### src/hw/amd_pkg.sv
package amd_pkg;
   localparam int ADDR_W = 20;
   localparam int IDX_W = 16;
   localparam logic [3:0] REG_PC = 4'h0;
   localparam logic [3:0] REG_SP = 4'h1;
   localparam logic [19:0] ADDR_OP_BYTES = 20'h0_0004;
   localparam logic [19:0] ADDR_OP_SEEN = 20'h0_0002;
   localparam logic [19:0] WIDE_PUSH_DEC = 20'h0_0004;
   localparam logic [19:0] WORD_PUSH_DEC = 20'h0_0002;
   localparam logic [19:0] CALL_RET_SKEW = 20'h0_0002;

   typedef enum logic [3:0] {
      OP_OTHER = 4'h0,
      OP_NOP = 4'h1,
      OP_MOVE = 4'h2,
      OP_TWO_OP = 4'h3,
      OP_ADDRESS_ADD = 4'h4,
      OP_ADDRESS_SUBTRACT = 4'h5,
      OP_ADDRESS_COMPARE = 4'h6,
      OP_PUSH = 4'h7,
      OP_EXTENDED_PUSH = 4'h8,
      OP_WIDE_PUSH = 4'h9,
      OP_WIDE_CALL = 4'ha,
      OP_WIDE_MOVE = 4'hb
   } amd_op_t;

   typedef enum logic [2:0] {
      AM_REG = 3'h0,
      AM_INDEXED = 3'h1,
      AM_SYMBOLIC = 3'h2,
      AM_ABSOLUTE = 3'h3,
      AM_INDIRECT = 3'h4,
      AM_INDIR_INC = 3'h5,
      AM_IMMEDIATE = 3'h6
   } amd_mode_t;

   typedef struct packed {
      logic valid;
      amd_op_t op;
      amd_mode_t src_mode;
      amd_mode_t dst_mode;
      logic [3:0] src_reg;
      logic [3:0] dst_reg;
      logic ext;
      logic wide;
      logic enters_lp;
      logic handler_first;
      logic [2:0] bytes;
      logic [ADDR_W-1:0] pc;
      logic [ADDR_W-1:0] sp;
      logic [ADDR_W-1:0] sp_word;
      logic [ADDR_W-1:0] dst_val;
      logic [ADDR_W-1:0] operand;
   } amd_instr_t;

   typedef struct packed {
      logic valid;
      amd_op_t op;
      amd_mode_t src_mode;
      amd_mode_t dst_mode;
      logic ext;
   } amd_prev_t;

   typedef struct packed {
      logic ext_wb;
      logic handler_width;
      logic pc_offset;
      logic sp_load;
      logic ret_skew;
      logic index_unext;
   } amd_flags_t;

   typedef struct packed {
      logic valid;
      logic wide_exec;
      logic [ADDR_W-1:0] pc_next;
      logic [ADDR_W-1:0] sp_next;
      logic [ADDR_W-1:0] alu;
      logic [ADDR_W-1:0] push_val;
      logic push_en;
      logic [ADDR_W-1:0] eff_addr;
      amd_flags_t flags;
   } amd_res_t;

   localparam amd_prev_t PREV_RST = '0;
   localparam amd_res_t RES_RST = '0;
endpackage

### src/hw/amd_prev.sv
`timescale 1ns/1ns
`default_nettype none
module amd_prev (
   input wire logic clk,
   input wire logic nrst,
   input wire amd_pkg::amd_instr_t instr,
   output amd_pkg::amd_prev_t prev
);
   import amd_pkg::*;

   typedef struct packed {
      amd_prev_t last;
   } amd_prev_state_t;

   amd_prev_state_t state_r;
   amd_prev_state_t state_nxt;

   // Holds only the previous issued instruction; idle cycles keep it
   always_comb begin
      state_nxt = state_r;
      if (instr.valid) begin
         state_nxt.last.valid = 1'b1;
         state_nxt.last.op = instr.op;
         state_nxt.last.src_mode = instr.src_mode;
         state_nxt.last.dst_mode = instr.dst_mode;
         state_nxt.last.ext = instr.ext;
      end
   end

   always_ff @(posedge clk or negedge nrst) begin
      if (!nrst) begin
         state_r <= '{last: PREV_RST};
      end else begin
         state_r <= state_nxt;
      end
   end

   assign prev = state_r.last;
endmodule
`default_nettype wire

### src/hw/amd_core.sv
`timescale 1ns/1ns
`default_nettype none
module amd_core (
   input wire logic clk,
   input wire logic nrst,
   input wire amd_pkg::amd_instr_t instr,
   input wire logic nmi_pending,
   output amd_pkg::amd_res_t result
);
   import amd_pkg::*;

   typedef struct packed {
      amd_res_t res;
      logic lp_armed;
      logic width_poison;
   } amd_state_t;

   amd_state_t state_r;
   amd_state_t state_nxt;
   amd_prev_t prev;

   amd_prev u_prev (
      .clk(clk),
      .nrst(nrst),
      .instr(instr),
      .prev(prev)
   );

   logic [ADDR_W-1:0] seq_pc;
   logic [ADDR_W-1:0] pc_seen;
   logic [ADDR_W-1:0] idx_val;
   logic [ADDR_W-1:0] base_val;
   logic prev_wb;
   logic cur_pc_wr;
   logic prev_mem_push;
   logic sp_idx_call;

   always_comb begin
      seq_pc = instr.pc + ADDR_W'(instr.bytes);
      // Previous op: extended reg source, memory write-back
      prev_wb = prev.valid && prev.ext && prev.op == OP_TWO_OP
         && prev.src_mode == AM_REG
         && (prev.dst_mode == AM_INDEXED || prev.dst_mode == AM_ABSOLUTE
         || prev.dst_mode == AM_SYMBOLIC);
      cur_pc_wr = instr.ext && instr.op == OP_TWO_OP && instr.dst_reg == REG_PC
         && (instr.src_mode == AM_INDIRECT || instr.src_mode == AM_INDIR_INC
         || instr.src_mode == AM_INDEXED);
      prev_mem_push = prev.valid
         && (prev.op == OP_PUSH || prev.op == OP_EXTENDED_PUSH || prev.op == OP_WIDE_PUSH)
         && prev.src_mode != AM_REG && prev.src_mode != AM_IMMEDIATE;
      sp_idx_call = instr.op == OP_WIDE_CALL && instr.src_mode == AM_INDEXED
         && instr.src_reg == REG_SP;
      base_val = (instr.src_reg == REG_SP) ? instr.sp : instr.dst_val;
      if (prev_mem_push && sp_idx_call) begin
         idx_val = {{(ADDR_W-IDX_W){1'b0}}, instr.operand[IDX_W-1:0]};
      end else begin
         idx_val = {{(ADDR_W-IDX_W){instr.operand[IDX_W-1]}}, instr.operand[IDX_W-1:0]};
      end
      // Immediate to PC counts only half the opcode
      if (instr.src_mode == AM_IMMEDIATE && instr.dst_reg == REG_PC) begin
         pc_seen = instr.pc + ADDR_OP_SEEN;
      end else begin
         pc_seen = instr.pc + ADDR_OP_BYTES;
      end
   end

   always_comb begin
      state_nxt = state_r;
      state_nxt.res.valid = instr.valid;
      state_nxt.res.flags = '0;
      state_nxt.res.push_en = 1'b0;
      if (instr.valid) begin
         state_nxt.res.pc_next = seq_pc;
         state_nxt.res.sp_next = instr.sp;
         state_nxt.res.alu = '0;
         state_nxt.res.push_val = '0;
         state_nxt.res.eff_addr = '0;
         state_nxt.res.wide_exec = instr.wide;
         // Low-power width hazard is a two-step arm; any other op clears lp_armed, but width_poison holds until handler_first
         state_nxt.lp_armed = 1'b0;
         if (state_r.width_poison && instr.handler_first) begin
            state_nxt.res.wide_exec = 1'b1;
            state_nxt.res.flags.handler_width = 1'b1;
            state_nxt.width_poison = 1'b0;
         end
         if (state_r.lp_armed && instr.wide && instr.src_mode == AM_REG
               && instr.dst_mode == AM_REG) begin
            state_nxt.width_poison = 1'b1;
         end
         if (instr.enters_lp && instr.src_mode == AM_INDEXED && nmi_pending) begin
            state_nxt.lp_armed = 1'b1;
         end
         case (instr.op)
            OP_TWO_OP: begin
               state_nxt.res.alu = instr.operand;
               if (instr.dst_reg == REG_PC) begin
                  if (prev_wb && cur_pc_wr) begin
                     // PC write dropped; flow falls through
                     state_nxt.res.flags.ext_wb = 1'b1;
                  end else begin
                     state_nxt.res.pc_next = instr.operand;
                  end
               end
            end
            OP_MOVE, OP_WIDE_MOVE: begin
               state_nxt.res.alu = instr.operand;
               if (instr.dst_reg == REG_PC) begin
                  state_nxt.res.pc_next = instr.operand;
               end
            end
            OP_ADDRESS_ADD, OP_ADDRESS_SUBTRACT, OP_ADDRESS_COMPARE: begin
               if (instr.dst_reg == REG_PC) begin
                  state_nxt.res.flags.pc_offset = (instr.src_mode == AM_IMMEDIATE);
                  if (instr.op == OP_ADDRESS_ADD) begin
                     state_nxt.res.alu = pc_seen + instr.operand;
                  end else begin
                     state_nxt.res.alu = pc_seen - instr.operand;
                  end
                  // Compare only sets alu and flags, PC stays sequential
                  if (instr.op != OP_ADDRESS_COMPARE) begin
                     state_nxt.res.pc_next = state_nxt.res.alu;
                  end
               end else if (instr.op == OP_ADDRESS_ADD) begin
                  state_nxt.res.alu = instr.dst_val + instr.operand;
               end else begin
                  state_nxt.res.alu = instr.dst_val - instr.operand;
               end
            end
            OP_PUSH: begin
               state_nxt.res.sp_next = instr.sp - WORD_PUSH_DEC;
               state_nxt.res.push_val = instr.operand;
               state_nxt.res.push_en = 1'b1;
            end
            OP_EXTENDED_PUSH: begin
               state_nxt.res.sp_next = instr.sp - (instr.wide ? WIDE_PUSH_DEC : WORD_PUSH_DEC);
               state_nxt.res.push_val = instr.operand;
               state_nxt.res.push_en = 1'b1;
            end
            OP_WIDE_PUSH: begin
               state_nxt.res.push_val = instr.operand;
               state_nxt.res.push_en = 1'b1;
               if (instr.src_mode == AM_INDIR_INC && instr.src_reg == REG_SP) begin
                  state_nxt.res.sp_next = instr.sp_word;
                  state_nxt.res.flags.sp_load = 1'b1;
               end else begin
                  state_nxt.res.sp_next = instr.sp - WIDE_PUSH_DEC;
               end
            end
            OP_WIDE_CALL: begin
               state_nxt.res.sp_next = instr.sp - WIDE_PUSH_DEC;
               state_nxt.res.push_en = 1'b1;
               state_nxt.res.push_val = seq_pc;
               if (instr.src_mode == AM_REG && instr.src_reg == REG_PC) begin
                  state_nxt.res.push_val = seq_pc - CALL_RET_SKEW;
                  state_nxt.res.flags.ret_skew = 1'b1;
                  state_nxt.res.pc_next = seq_pc;
               end else if (instr.src_mode == AM_INDEXED) begin
                  // Target address is base plus index as the core forms it
                  state_nxt.res.eff_addr = base_val + idx_val;
                  state_nxt.res.pc_next = base_val + idx_val;
                  state_nxt.res.flags.index_unext = prev_mem_push && sp_idx_call
                     && instr.operand[IDX_W-1];
               end else begin
                  state_nxt.res.pc_next = instr.operand;
               end
            end
            OP_NOP, OP_OTHER: begin
               state_nxt.res.alu = '0;
            end
            default: begin
               state_nxt.res.alu = '0;
            end
         endcase
      end
   end

   always_ff @(posedge clk or negedge nrst) begin
      if (!nrst) begin
         state_r <= '{res: RES_RST, lp_armed: 1'b0, width_poison: 1'b0};
      end else begin
         state_r <= state_nxt;
      end
   end

   assign result = state_r.res;
endmodule
`default_nettype wire

### config.mk
export PLATFORM = sky130hd
export DESIGN_NAME = amd_core
export DESIGN_NICKNAME = d
export VERILOG_FILES = /design/src/hw/amd_pkg.sv /design/src/hw/amd_prev.sv /design/src/hw/amd_core.sv
export SDC_FILE = /design/constraint.sdc
export NUM_CORES = 1
export LEC_CHECK = 0
export BUFFER_PORTS_ARGS = -buffer_cell sky130_fd_sc_hd__buf_2
export CORE_MARGIN = 1
export CORE_UTILIZATION = 35
export DETAILED_ROUTE_END_ITERATION = 16
export MAX_ROUTING_LAYER = met4
export PLACE_DENSITY = 0.65
export SLEW_MARGIN = 10
export SYNTH_ARGS = -nofsm -noshare
export SYNTH_HDL_FRONTEND = slang
export SYNTH_SLANG_ARGS = --single-unit
### constraint.sdc
create_clock -name clk -period 4.4 [get_ports clk]
set_input_delay 0.22 -clock clk [delete_from_list [all_inputs] [get_ports clk]]
set_output_delay 0.22 -clock clk [all_outputs]
set_load 0.05 [all_outputs]
Word level (Yosys, flattened, before mapping)
Cells that the tools add are included.
{"block": "word_totals", "out_inout_bits": 109, "register_bits": 123, "rom_bits": 0, "input_bits": 129, "ramBits": 0, "n_memories": 0, "latch_bits": 0}
{"block": "classes", "n_shift": 0, "mul": 0, "add_sub_neg": 12, "magnitude_cmp": 0, "reduce_logical": 42, "muxes": 40, "bitwise_logic": 0, "eq_ne": 24, "n_div": 0}
{"operator": "$mux 20", "count": 18}
{"operator": "$pmux 20 s4", "count": 2}
{"operator": "$add 20x20->20", "count": 3}
{"operator": "$pmux 21 s2", "count": 1}
{"operator": "$pmux 20 s2", "count": 1}
{"operator": "$sub 20x2->20 const B", "count": 2}
{"operator": "$sub 20x20->20", "count": 2}
{"operator": "$mux 29", "count": 1}
{"operator": "$eq 4x4->1 const B", "count": 6}
{"operator": "$logic_and 1x1->1", "count": 24}
{"operator": "$add 20x2->20 const B", "count": 1}
{"operator": "$add 20x3->20", "count": 1}
{"operator": "$add 20x3->20 const B", "count": 1}
{"operator": "$eq 4x3->1 const B", "count": 5}
{"operator": "$sub 20x3->20", "count": 1}
{"operator": "$sub 20x3->20 const B", "count": 1}
{"operator": "$mux 1", "count": 15}
{"operator": "$eq 4x2->1 const B", "count": 3}
{"operator": "$eq 3x3->1 const B", "count": 3}
{"operator": "$logic_not 3->1", "count": 3}
{"operator": "$reduce_or 3->1", "count": 3}
{"operator": "$logic_not 4->1", "count": 2}
{"operator": "$eq 3x1->1 const B", "count": 2}
{"operator": "$eq 3x2->1 const B", "count": 2}
{"operator": "10 further kinds", "count": 15}

Depth between registers and ports, before layout
Gate-level depths: netlist of run 1.
{"block": "depth", "word_depth": 13, "ltp_mapped": 19, "ltp_nobuf": 17}

By module
A second synthesis of run 1 with hierarchy kept.
{"block": "hier_totals", "cells_unflattened": 1516, "area_unflattened_um2": 12174.2}
{"mod": "amd_core", "seq_area_each_um2": 2777.7, "area_each_um2": 11698.7, "cells_each": 1491, "n_inst": 1}
{"mod": "amd_prev", "seq_area_each_um2": 300.3, "area_each_um2": 475.5, "cells_each": 25, "n_inst": 1}

Worst setup path before layout of run 1
No wires, ideal clock.
{"block": "synth_timing", "path_type": "in2reg", "startpoint": "in instr[108] (netlist bit)", "endpoint": "reg state_r (netlist bit result[65])", "setup_slack_ns": 0.462, "stages": 15, "required_time_ns": 4.274, "path_buffers": 2, "setup_time_ns": 0.126, "arrival_ns": 3.812, "cell_sequence": "or4_1 > clkbuf_1 > or3_1 > buf_2 > a21boi_1 > nor2_1 > xor2_1 > ha_1 > a2111o_1 > o2111ai_1 > a21o_1 > a31o_2 > o211ai_1 > and3_1 > o32a_1"}
{"block": "synth_between", "elab_chain_cells": 7, "elab_cells_between_ends": 8}
{"item": "from (decl)", "line_no": "amd_core.sv:6", "source": "input wire amd_pkg::amd_instr_t instr,"}
{"item": "$logic_not 4->1 (*)", "line_no": "amd_core.sv:60, amd_core.sv:112"}
{"item": "$logic_and 1x1->1", "line_no": "amd_core.sv:60", "source": "if (instr.src_mode == AM_IMMEDIATE && instr.dst_reg == REG_PC) begin"}
{"item": "$mux 20", "line_no": "amd_core.sv:60"}
{"item": "$sub 20x20->20 or $add 20x20->20 (tied branches)", "line_no": "amd_core.sv:117, amd_core.sv:115"}
{"item": "$mux 20", "line_no": "amd_core.sv:114", "source": "if (instr.op == OP_ADDRESS_ADD) begin"}
{"item": "$mux 20 (*)", "line_no": "amd_core.sv:112", "source": "if (instr.dst_reg == REG_PC) begin"}
{"item": "$pmux 20 s2 (*)", "line_no": "amd_core.sv:93", "source": "case (instr.op)"}
{"item": "to (signal assigned)", "line_no": "amd_core.sv:179", "source": "state_r <= '{res: RES_RST, lp_armed: 1'b0, width_poison: 1'b0};"}
{"item": "to (signal assigned)", "line_no": "amd_core.sv:181", "source": "state_r <= state_nxt;"}
{"item": "to (decl)", "line_no": "amd_core.sv:18", "source": "amd_state_t state_r;"}
Every way passes the cells marked *; elsewhere a longest branch is shown, timed or not.
A chain may end at the register's enable or synchronous reset.

Worst setup path after layout of run 1
{"block": "layout_timing", "startpoint": "in instr[108] (netlist bit)", "endpoint": "reg state_r (netlist bit result[56])"}
Same word-level chain as after synthesis.

==> results of run 1 <==
kinds of logic after synthesis:
group	count (synthesis)	synth area share (%)
simple gates	510	20.4
compound gates	445	24.4
buf+inv	231	11.2
flops	123	24.8
xor+xnor	114	8.23
fa+ha+maj	72	7.57
mux	38	3.39
how the worst max path moves through the flow:
| stage | cells past startpoint | slack (ns) | to | startpoint |
|---|---|---|---|---|
| floorplan | 15 | 0.46 | result[65] | instr[108] |
| global placement | 16 | 0.22 | result[66] | instr[108] |
| detailed placement | 16 | 0.21 | result[66] | instr[108] |
| CTS | 16 | 0.66 | result[66] | instr[108] |
| global route | 16 | 0.35 | result[106] | instr[108] |
| finish | 14 | 0.58 | result[56] | instr[108] |
critical path, stage by stage:
cell and delay, ns:
buf_2 0.11, or4_1 0.66, or3_1 0.45, buf_4 0.18, xnor2_1 0.20, ha_1 0.28
a211oi_1 0.30, o21ai_0 0.30, o211a_1 0.30, nor2_1 0.14, xnor2_1 0.15, a221oi_1 0.61
buf_4 0.21, nor2_1 0.03
metrics by stage:
stage                     hold slack [ns]  instance area [um2]  setup slack [ns]  instances  total power, mW
after floorplan                   -0.0756                12400             0.462       1533             2.57
after global placement              0.369                13200             0.225       2073             3.01
after detailed placement            0.367                13200             0.207       2073             3.02
after CTS                          0.0236                13800             0.657       2103             4.48
after global routing               0.0206                13800             0.355       2103             4.67
final                              0.0356                13800             0.580       2103             4.49
repair_timing:
item                      4_1_cts  5_1_grt
resized for setup               0        0
hold endpoints to repair       81        0
hold buffers                    1        0
cells in the final DEF (no fill, tap or decap), types with 7 or more instances in the layout:
cell type  instances
a211oi_1          14
a21o_1            26
a21oi_1          109
a221oi_1          37
a31oi_1           29
and3_1            19
buf_2            235
buf_4             34
clkbuf_16         17
dfrtp_1          123
ha_1              67
inv_1             45
mux2_2            32
nand2_1          111
nand2b_1          12
nand3_1           47
nand4_1           15
nor2_1           179
nor2b_1            9
nor3_1            41
nor3b_1            7
o211ai_1          19
o21a_1            13
o21ai_0           81
o21bai_1           8
o221ai_1          12
o22ai_1           10
o2bb2ai_1          7
or3_1             17
xnor2_1           65
xor2_1            47
routing by layer:
metal | vias to the layer above | global-route usage (%) | part of all wire (%)
met3 | 102 | 5.28 | 9.1
met5 | - | - | 0
met1 | 6031 | 39.1 | 44
met2 | 663 | 42.4 | 43
met4 | 0 | 11.3 | 3.7
li1 | 5719 | - | -
sequential cells by signal (all words and copies together), names as in the netlist:
name         cells
result         109
u_prev.prev     12
state_r          2
final cells by class:
class / instances / area [um2]
Fill cell: 3659 / 20900
Multi-Input combinational cell: 1179 / 7940
Sequential cell: 123 / 3080
Timing Repair Buffer: 272 / 1470
Tap cell: 455 / 569
Clock buffer: 21 / 460
Inverter: 45 / 169
Clock inverter: 8 / 120
power by group:
group	internal, mW	switching (mW)
clock	0.907	0.537
combinational	0.548	1.21
sequential	1.23	0.0664
total	2.68	1.81
==> reports/qor.csv, run 1 <==
stage,metric,value,unit
setup_path,Crit Path Category,input port to register,
cts,CTS H-Tree Depth,4,
die,num rows,68,
sta,max frequency,0.262,GHz
cts,CTS tree,done,
sta,Max-slew headroom,31.4,%
yosys,number of synthesized flops with an enable pin,0,
sta,"Slew Viols, Final",0,
global_routing,gr usage total,28.9,%
yosys,Synth top cells by count,"nor2_1 (179), dfrtp_1 (123), buf_4 (113)",
route,vias post-DR,12500,
layout,share of post-route cells with drive strength above 1,22.6,%
outcome,status,completed,
cts,root buffer cell,clkbuf_16,
global_routing,largest net degree at the start of global routing,83,
global_routing,global-route wire length before repair,74900,um
die,Die Area,36200,um2
sta,Worst Skew,0.00698,ns
sta,Setup Total Neg Slack,0,ns
cts,TritonCTS buffer count,17,
setup_path,FF-to-FF path depth,12,
power_and_ir_drop,LEAKAGE,6.00,nW
run,Max Cap Viol,0,
yosys,register bit total from synthesis,123,
sta,RSZ-0062 raised after global routing,false,
yosys,Netlist Area Pre-Place,12400,um2
power_and_ir_drop,pwr/cell area,325,nW/um2
route,DR WL/cell,24.5,um
cts,Sink Count,123,
sta,min cycle time layout,3.82,ns
global_routing,vias in the first global route,11600,
worst_hold_path,WHS Path Cells,2,
worst_hold_path,hold endpoint,u_prev.prev[0],
setup_path,Setup crit start kind,input port,
setup_path,"Max FO, Critical Path",6,
route,Total Routed Length,51500,um
setup_path,RR Endpoint,result[24],
worst_hold_path,worst hold path type,input port to register,
die,die width,190,um
layout,synth-to-layout area growth,11.5,%
route,Avg Vias per Cell,5.95,
setup_path,endpoint class of the critical path,register,
yosys,Synth warnings,0,
yosys,number of distinct library cells after synthesis,98,
cts,clock tree buffer depth,2,
place,Final GP Congestion,1.00,
place,Detailed Place HPWL,40900,um
layout,Inserted Diodes,0,
yosys,dominant cell type by area after synthesis,dfrtp_1,
sta,fin crit share,86.8,%
yosys,ys async rst share,100,%
yosys,share of the synthesized area in the top cell type,24.8,%
cts,postcts setup bufs,0,
die,Starting Density,35.7,%
place,port bufs,237,
setup_path,CP required,4.72,ns
sta,Worst-Margin Slew,1.03,ns
die,core area,34700,um2
worst_hold_path,Worst Min Path Start,instr[106],
global_routing,initial antenna violation count,1,
power_and_ir_drop,Peak VDD IR,0.000244,V
setup_path,worst reg-to-reg setup slack,1.23,ns
yosys,Gate Count Post-Synth,1533,
yosys,Synth Net Count,1734,
cts,clock latency on the worst-skew pair,0.44,ns
global_routing,total gr overflow,0,
route,Routed Antenna Nets,0,
sta,final setup violation count,0,
sta,final hold violation count,0,
route,drt pass-1 iters,6,
setup_path,reg-to-reg critical path startpoint,u_prev.prev[10],
cts,Worst-path clk slew,0.06,ns
yosys,"Seq/Total Area, Yosys",24.8,%
setup_path,crit path DAT,4.14,ns
layout,fin util,39.8,%
route,Remaining DRCs,0,
yosys,"count leader, synth",nor2_1,
layout,final net count,1839,
yosys,synthesized area per cell,8.08,um2
route,initial DRC count,1382,
yosys,synth top area cells,"dfrtp_1 (25%), buf_4 (6.8%), ha_1 (6.8%)",
die,top-level port count,238,
yosys,top_reg_cell synth,dfrtp_1,
die,Chip Height,190,um
Note: power is estimated with default switching activity, not from simulation.
==> run 2, diff against run 1 <==
--- a/config.mk
+++ b/config.mk
@@ -6,7 +6,7 @@
 export NUM_CORES = 1
 export LEC_CHECK = 0
 export BUFFER_PORTS_ARGS = -buffer_cell sky130_fd_sc_hd__buf_2
-export CORE_MARGIN = 1
+export CORE_ASPECT_RATIO = 0.7
 export CORE_UTILIZATION = 35
 export DETAILED_ROUTE_END_ITERATION = 16
 export MAX_ROUTING_LAYER = met4
==> run 2 against run 1 <==
Against the previous run:
- count of clock-buffer cells in the layout decreased by 3
- setup slack improved by 0.032 ns
- critical path type unchanged
- sequential cell count unchanged
- final area increased by 1.4%
- sequential share of layout area decreased by 0.30 points
- register-to-register slack got worse by 0.12 ns
- highest routed layer unchanged
==> reports/qor.csv, run 2 (synthesized netlist as in run 1, its figures left out) <==
stage,metric,value,unit,change
outcome,status,completed,,
layout,synth-to-layout area growth,13.0,%,
sta,Worst Skew,0.0159,ns,+0.00896 ns
setup_path,CP required,4.74,ns,+0.02 ns
setup_path,endpoint class of the critical path,register,,
layout,Final Cell Area,14000,um2,+1.4%
setup_path,crit path DAT,4.13,ns,about the same
route,Remaining DRCs,0,,unchanged
route,Routed Antenna Nets,0,,unchanged
sta,Worst-Margin Slew,1.05,ns,+0.0258 ns
route,Total Routed Length,50900,um,-1.1%
global_routing,initial antenna violation count,5,,+4
setup_path,"Largest stage delay, worst path",0.68,ns,+0.02 ns
die,Starting Density,35.6,%,-0.092 points
global_routing,largest net degree at the start of global routing,123,,+48%
layout,Seq. cell area,3080,um2,unchanged
sta,Setup WS post-layout,0.612,ns,+0.0324 ns
setup_path,critical path cell sequence,buf_2 > or4_1 > buf_4 > nor3_1 > nand2_1 > a21boi_1 > nor2_1 > xor2_1 > ha_1 > a2111o_1 > o2111ai_1 > a21o_1 > a31o_2 > o211ai_1 > and3_1 > o32a_1,,
die,Die Area,36200,um2,about the same
sta,fin crit share,86.1,%,-0.74 points
route,DR WL/cell,23.8,um,-2.8%
power_and_ir_drop,Peak VDD IR,0.000200,V,-18%
die,num rows,57,,-16%
place,area post-placement,13300,um2,+0.85%
sta,RSZ-0062 raised after global routing,false,,
setup_path,"Max FO, Critical Path",4,,-2
layout,most frequent cells in the layout,"buf_2 (235), nor2_1 (179), dfrtp_1 (123)",,
cts,cts repair resizes,0,,unchanged
cts,root buffer cell,clkbuf_16,,
sta,final hold violation count,0,,unchanged
sta,Setup Total Neg Slack,0,ns,unchanged
cts,Sink Count,123,,unchanged
run,Max Cap Viol,0,,unchanged
power_and_ir_drop,Power Internal,2.75,mW,+2.5%
place,Detailed Place HPWL,40800,um,about the same
cts,CTS tree,done,,
route,Avg Vias per Cell,5.86,,-1.5%
global_routing,gr usage total,28.8,%,-0.071 points
cts,hold_buf cts,2,,+1
die,Chip Height,159,um,-16%
power_and_ir_drop,LEAKAGE,6.09,nW,+1.4%
global_routing,met1 Use GR,41.8,%,+2.6 points
worst_hold_path,worst hold path type,input port to register,,
power_and_ir_drop,switch share,40.2,%,-0.12 points
layout,Largest register FFs,109,,unchanged
sta,min cycle time layout,3.79,ns,-0.0324 ns
route,drt pass-1 iters,6,,unchanged
die,top-level port count,238,,unchanged
sta,final setup violation count,0,,unchanged
sta,max frequency,0.264,GHz,+0.86%
die,die width,227,um,+19%
global_routing,busiest grt layer,met1,,
route,initial DRC count,1375,,-0.51%
setup_path,CP max stage cell,or4_1,,
setup_path,Crit Path Category,input port to register,,
cts,postcts setup bufs,0,,unchanged
layout,final net count,1852,,+0.71%
sta,Hold WS,0.0242,ns,-0.0114 ns
setup_path,Crit path max-delay family,compound AO/OA/AOI/OAI gates,,
cts,Worst-path clk slew,0.07,ns,about the same
cts,clock latency on the worst-skew pair,0.46,ns,+0.02 ns
die,core area,34800,um2,+0.26%
cts,CTS H-Tree Depth,4,,unchanged
sta,"Slew Viols, Final",0,,unchanged
global_routing,global-route wire length before repair,74800,um,-0.23%
power_and_ir_drop,Comb pwr share,37.9,%,-1.2 points
setup_path,WP buf/inv,2,,-1
cts,TritonCTS buffer count,17,,unchanged
route,vias post-DR,12500,,+0.23%
layout,"commonest non-fill, non-tap cell in the layout",buf_2,,
global_routing,vias in the first global route,11600,,+0.35%
global_routing,total gr overflow,0,,unchanged
power_and_ir_drop,pwr/cell area,328,nW/um2,+0.95%
place,Final GP Congestion,1.01,,+0.58%
place,port bufs,237,,unchanged
global_routing,M2 GR Usage,38.3,%,-4.1 points
place,worst slack at placement,0.191,ns,-0.0159 ns
global_routing,GRT met3 Usage,8.53,%,+3.2 points
layout,share of post-route cells with drive strength above 1,23.4,%,+0.76 points
power_and_ir_drop,register share of total power,28.1,%,-0.7 points
cts,clock tree buffer depth,2,,unchanged
layout,layout filler cell count,3696,,+1.0%
power_and_ir_drop,clock power share,34.0,%,+1.9 points
setup_path,Setup crit start kind,input port,,
power_and_ir_drop,NetSw,1.85,mW,+2.0%
sta,Max-slew headroom,29.4,%,-2.0 points
power_and_ir_drop,total power,4.60,mW,+2.3%
layout,multi-input logic area,7950,um2,about the same
==> run 2: changes by cell type in the layout (fill, tap and decap cells not counted), sizes merged <==
cell and delta:
bufinv +1, diode +6, dlygate4sd3 +1, clkbuf -3, buf +12, inv +3
clkinvlp +1
==> run 2: final timing paths <==
check | start | to | slack (ns) | cells past startpoint
max | instr[108] | result[65] | 0.61 | 16
min reg2reg | result[7] | result[7] | 0.47 | 1
min in group asynchronous | nrst | result[85] | 0.33 | 2
max in group asynchronous | nrst | result[3] | 3.05 | 3
max reg2reg | u_prev.prev[9] | result[87] | 1.11 | 7
min | instr[115] | u_prev.prev[1] | 0.02 | 2
==> run 2: worst reg2reg max path: cells and delay by family (launching register included) <==
family             cells  cell delay (ns)
and+or+nand+nor        5             1.54
DFF                    1             0.42
AOI/OAI and AO/OA      2             1.20
==> run 2: metal layers <==
metal / wire length (um) / part of all wire, %
met1: 24000 / 47
met2: 20400 / 40
met3: 5540 / 11
met4: 995 / 2.0
met5: 0 / 0
==> run 2: through the flow <==
step / util [%] / instances
after floorplan: - / 1533
after global placement: 38.3 / 2102
after detailed placement: 38.3 / 2102
after CTS: 40.2 / 2135
after global routing: 40.2 / 2140
final: 40.2 / 2141
==> run 2: power groups by stage <==
stage / Clock (mW) / Combinational [mW] / Sequential, mW
floorplan: 0 / 1.29 / 1.29
global placement: 0 / 1.70 / 1.31
CTS: 1.59 / 1.71 / 1.29
global route: 1.63 / 1.86 / 1.30
finish: 1.56 / 1.74 / 1.29
detailed placement: 0 / 1.71 / 1.31
==> run 2: final cells by class <==
type / instances / share of cell area, %
antenna: 6 / 0.107
clock buffer: 18 / 3.14
clock inverter: 13 / 1.37
inverter: 45 / 1.21
multi-input combinational: 1179 / 56.7
sequential: 123 / 22.0
tap: 472 / 4.22
timing repair buffer: 285 / 11.2
==> run 3, diff against run 2 <==
--- a/config.mk
+++ b/config.mk
@@ -5,12 +5,14 @@
 export SDC_FILE = /design/constraint.sdc
 export NUM_CORES = 1
 export LEC_CHECK = 0
+export ABC_AREA = 1
 export BUFFER_PORTS_ARGS = -buffer_cell sky130_fd_sc_hd__buf_2
 export CORE_ASPECT_RATIO = 0.7
 export CORE_UTILIZATION = 35
+export CTS_CLUSTER_DIAMETER = 200
 export DETAILED_ROUTE_END_ITERATION = 16
 export MAX_ROUTING_LAYER = met4
-export PLACE_DENSITY = 0.65
+export PLACE_DENSITY = 0.64
 export SLEW_MARGIN = 10
 export SYNTH_ARGS = -nofsm -noshare
 export SYNTH_HDL_FRONTEND = slang
==> run 3 against run 2 <==
Against the previous run:
- critical path depth rose by 3
- clock power is essentially flat
- total power increased by 3.1%
- clock skew is 0.0045 ns lower
- fmax is 1.0% higher
- largest power group unchanged
==> reports/qor.csv, run 3 <==
stage,metric,value,unit,change
outcome,status,completed,,
route,drt pass-1 iters,6,,unchanged
yosys,synthesized area per cell,6.30,um2,-22%
layout,multi-input logic area,8630,um2,+8.7%
setup_path,CP max stage cell,nor4_1,,
setup_path,critical path cell sequence,buf_2 > inv_1 > ha_1 > inv_1 > nor3_1 > nand2_1 > nor3_1 > nand2_1 > o21ai_0 > xnor2_1 > ha_1 > nand2_1 > nor4_1 > nand4_1 > nand3_1 > nand2_1 > nand3_1 > nand3_1 > a21oi_1,,
cts,CTS tree,done,,
layout,"commonest non-fill, non-tap cell in the layout",nand2_1,,
power_and_ir_drop,Peak VDD IR,0.000284,V,+42%
route,Remaining DRCs,0,,unchanged
worst_hold_path,Worst Min Path Start,instr[40],,
sta,max frequency,0.267,GHz,+1.0%
yosys,ys async rst share,100,%,unchanged
cts,Worst-path clk slew,0.06,ns,about the same
setup_path,RR Endpoint,result[105],,
power_and_ir_drop,total power,4.74,mW,+3.1%
power_and_ir_drop,pwr/cell area,312,nW/um2,-5.2%
sta,fin crit share,85.2,%,-0.89 points
die,top-level port count,238,,unchanged
layout,share of post-route cells with drive strength above 1,15.8,%,-7.6 points
setup_path,Setup crit start kind,input port,,
cts,cts repair resizes,0,,unchanged
die,Die Area,39800,um2,+10%
cts,CTS H-Tree Depth,4,,unchanged
yosys,register bit total from synthesis,123,,unchanged
power_and_ir_drop,Comb pwr share,39.7,%,+1.8 points
die,num rows,60,,+5.3%
place,area post-placement,14600,um2,+9.1%
yosys,share of the synthesized area in the top cell type,22.6,%,-2.3 points
setup_path,"Max FO, Critical Path",7,,+3
sta,Setup Total Neg Slack,0,ns,unchanged
cts,TritonCTS buffer count,17,,unchanged
power_and_ir_drop,LEAKAGE,7.64,nW,+26%
yosys,synth top area cells,"dfrtp_1 (23%), nand2_1 (15%), nand3_1 (7.2%)",,
worst_hold_path,hold endpoint,result[67],,
power_and_ir_drop,register share of total power,27.6,%,-0.5 points
global_routing,total gr overflow,0,,unchanged
die,Starting Density,35.5,%,-0.094 points
sta,"Slew Viols, Final",0,,unchanged
worst_hold_path,WHS Path Cells,3,,+1
route,Total Routed Length,62400,um,+22%
cts,clock tree buffer depth,2,,unchanged
route,Routed Antenna Nets,0,,unchanged
global_routing,global-route wire length before repair,91700,um,+23%
yosys,"Seq/Total Area, Yosys",22.6,%,-2.3 points
layout,synth-to-layout area growth,11.5,%,
sta,Hold WS,0.0215,ns,-0.00265 ns
cts,root buffer cell,clkbuf_16,,
global_routing,largest net degree at the start of global routing,94,,-24%
power_and_ir_drop,switch share,44.0,%,+3.8 points
power_and_ir_drop,NetSw,2.09,mW,+13%
yosys,Netlist Area Pre-Place,13600,um2,+10%
yosys,number of distinct library cells after synthesis,56,,-43%
yosys,Gate Count Post-Synth,2166,,+41%
global_routing,vias in the first global route,14400,,+24%
layout,Largest register FFs,109,,unchanged
layout,layout filler cell count,4269,,+16%
die,core area,38400,um2,+10%
setup_path,"most used cell, CP",nand2_1,,
setup_path,reg-to-reg critical path startpoint,u_prev.prev[8],,
place,Detailed Place HPWL,50000,um,+22%
yosys,Synth Net Count,2367,,+37%
sta,final hold violation count,0,,unchanged
global_routing,initial antenna violation count,1,,-4
power_and_ir_drop,Power Internal,2.65,mW,-3.5%
yosys,dominant cell type by area after synthesis,dfrtp_1,,
sta,Max-slew headroom,36.4,%,+7.0 points
setup_path,worst reg-to-reg setup slack,1.38,ns,+0.27 ns
die,Chip Height,167,um,+4.9%
sta,min cycle time layout,3.75,ns,-0.0394 ns
route,initial DRC count,2090,,+52%
setup_path,CP required,4.79,ns,+0.05 ns
die,die width,238,um,+4.9%
layout,Final Cell Area,15200,um2,+8.7%
route,DR WL/cell,22.2,um,-6.8%
sta,final setup violation count,0,,unchanged
cts,clock latency on the worst-skew pair,0.47,ns,about the same
yosys,Synth warnings,0,,unchanged
power_and_ir_drop,clock power share,32.7,%,-1.3 points
setup_path,Crit Path Category,input port to register,,
sta,Worst Skew,0.0115,ns,-0.00447 ns
setup_path,FF-to-FF path depth,19,,+12
run,Max Cap Viol,0,,unchanged
sta,RSZ-0062 raised after global routing,false,,
setup_path,endpoint class of the critical path,register,,
setup_path,"Largest stage delay, worst path",0.69,ns,about the same
layout,Seq. cell area,3080,um2,unchanged
layout,most frequent cells in the layout,"nand2_1 (539), buf_2 (235), inv_1 (209)",,
sta,Worst-Margin Slew,0.954,ns,-0.100 ns
cts,Sink Count,123,,unchanged
place,Final GP Congestion,0.993,,-1.7%
place,port bufs,237,,unchanged
global_routing,gr usage total,32.0,%,+3.1 points
yosys,top_reg_cell synth,dfrtp_1,,
yosys,number of synthesized flops with an enable pin,0,,unchanged
setup_path,crit path DAT,4.13,ns,about the same
yosys,Synth top cells by count,"nand2_1 (539), inv_1 (210), nor2_1 (207)",,
layout,final net count,2471,,+33%
worst_hold_path,worst hold path type,input port to register,,
yosys,"count leader, synth",nand2_1,,
route,Avg Vias per Cell,5.63,,-3.8%
route,vias post-DR,15800,,+26%
[run 3: routing by layer]
metal | vias up | routed length [um] | global-route usage, %
met5 | - | 0 | -
met4 | 0 | 1530 | 8.33
met3 | 88 | 7880 | 9.74
met2 | 939 | 24400 | 42.1
met1 | 7503 | 28600 | 46.2
li1 | 7309 | - | -
[run 3: power groups by stage]
| stage | Sequential [mW] | Clock, mW | Combinational (mW) |
|---|---|---|---|
| floorplan | 1.29 | 0 | 1.36 |
| global placement | 1.33 | 0 | 1.83 |
| detailed placement | 1.33 | 0 | 1.83 |
| CTS | 1.31 | 1.56 | 1.84 |
| global route | 1.32 | 1.61 | 2.03 |
| finish | 1.31 | 1.55 | 1.88 |
[run 3: stage by stage]
| step | util, % | worst slack, ns | instances |
|---|---|---|---|
| 6_report | 39.6 | 0.652 | 2811 |
| 4_1_cts | 39.6 | 0.838 | 2810 |
| 2_1_floorplan | - | 1.55 | 2166 |
| 3_5_place_dp | 37.9 | 0.357 | 2773 |
| 5_1_grt | 39.6 | 0.466 | 2811 |
| 3_3_place_gp | 37.9 | 0.365 | 2773 |
[run 3: final cells by class]
cell class	instances	area share (%)
diodes	1	0.0164
clock buffers	19	2.98
clock inverters	13	1.08
inverters	226	5.60
multi-input cells	1642	56.7
flip-flops and latches	123	20.2
well taps	527	4.33
repair buffers	260	9.06
[run 3: worst max path at each step]
stage | from | end
2_1_floorplan | instr[110] | result[64]
3_3_place_gp | instr[1] | result[65]
3_5_place_dp | instr[1] | result[65]
4_1_cts | instr[1] | result[65]
5_1_grt | instr[1] | result[65]
6_report | instr[1] | result[65]
[run 3: what timing repair did]
action | CTS | global route
hold buffers | 5 | 0
hold endpoints to repair | 96 | 0
endpoints found under the setup margin | 0 | 0
setup buffers | 0 | 0
[run 3: critical path: cells and delay by family]
kind,cells,cell delay (ns)
simple gates,11,2.25
fa+ha+maj,2,0.64
compound gates,2,0.43
buf+inv,3,0.34
xor+xnor,1,0.27
[run 3: logic make-up (layout without fill, tap and decap cells)]
family                     Yosys count  count (layout)  synth area share (%)
and+or+nand+nor                   1078            1078                  34.5
other                                0               1                     0
adders and majority gates           72              72                  6.88
xor gates and xnor gates            58              58                  3.78
AOI/OAI and AO/OA                  428             428                  17.6
DFF                                123             123                  22.6
muxes                                6               6                 0.495
buffers and inverters              401             518                  14.2
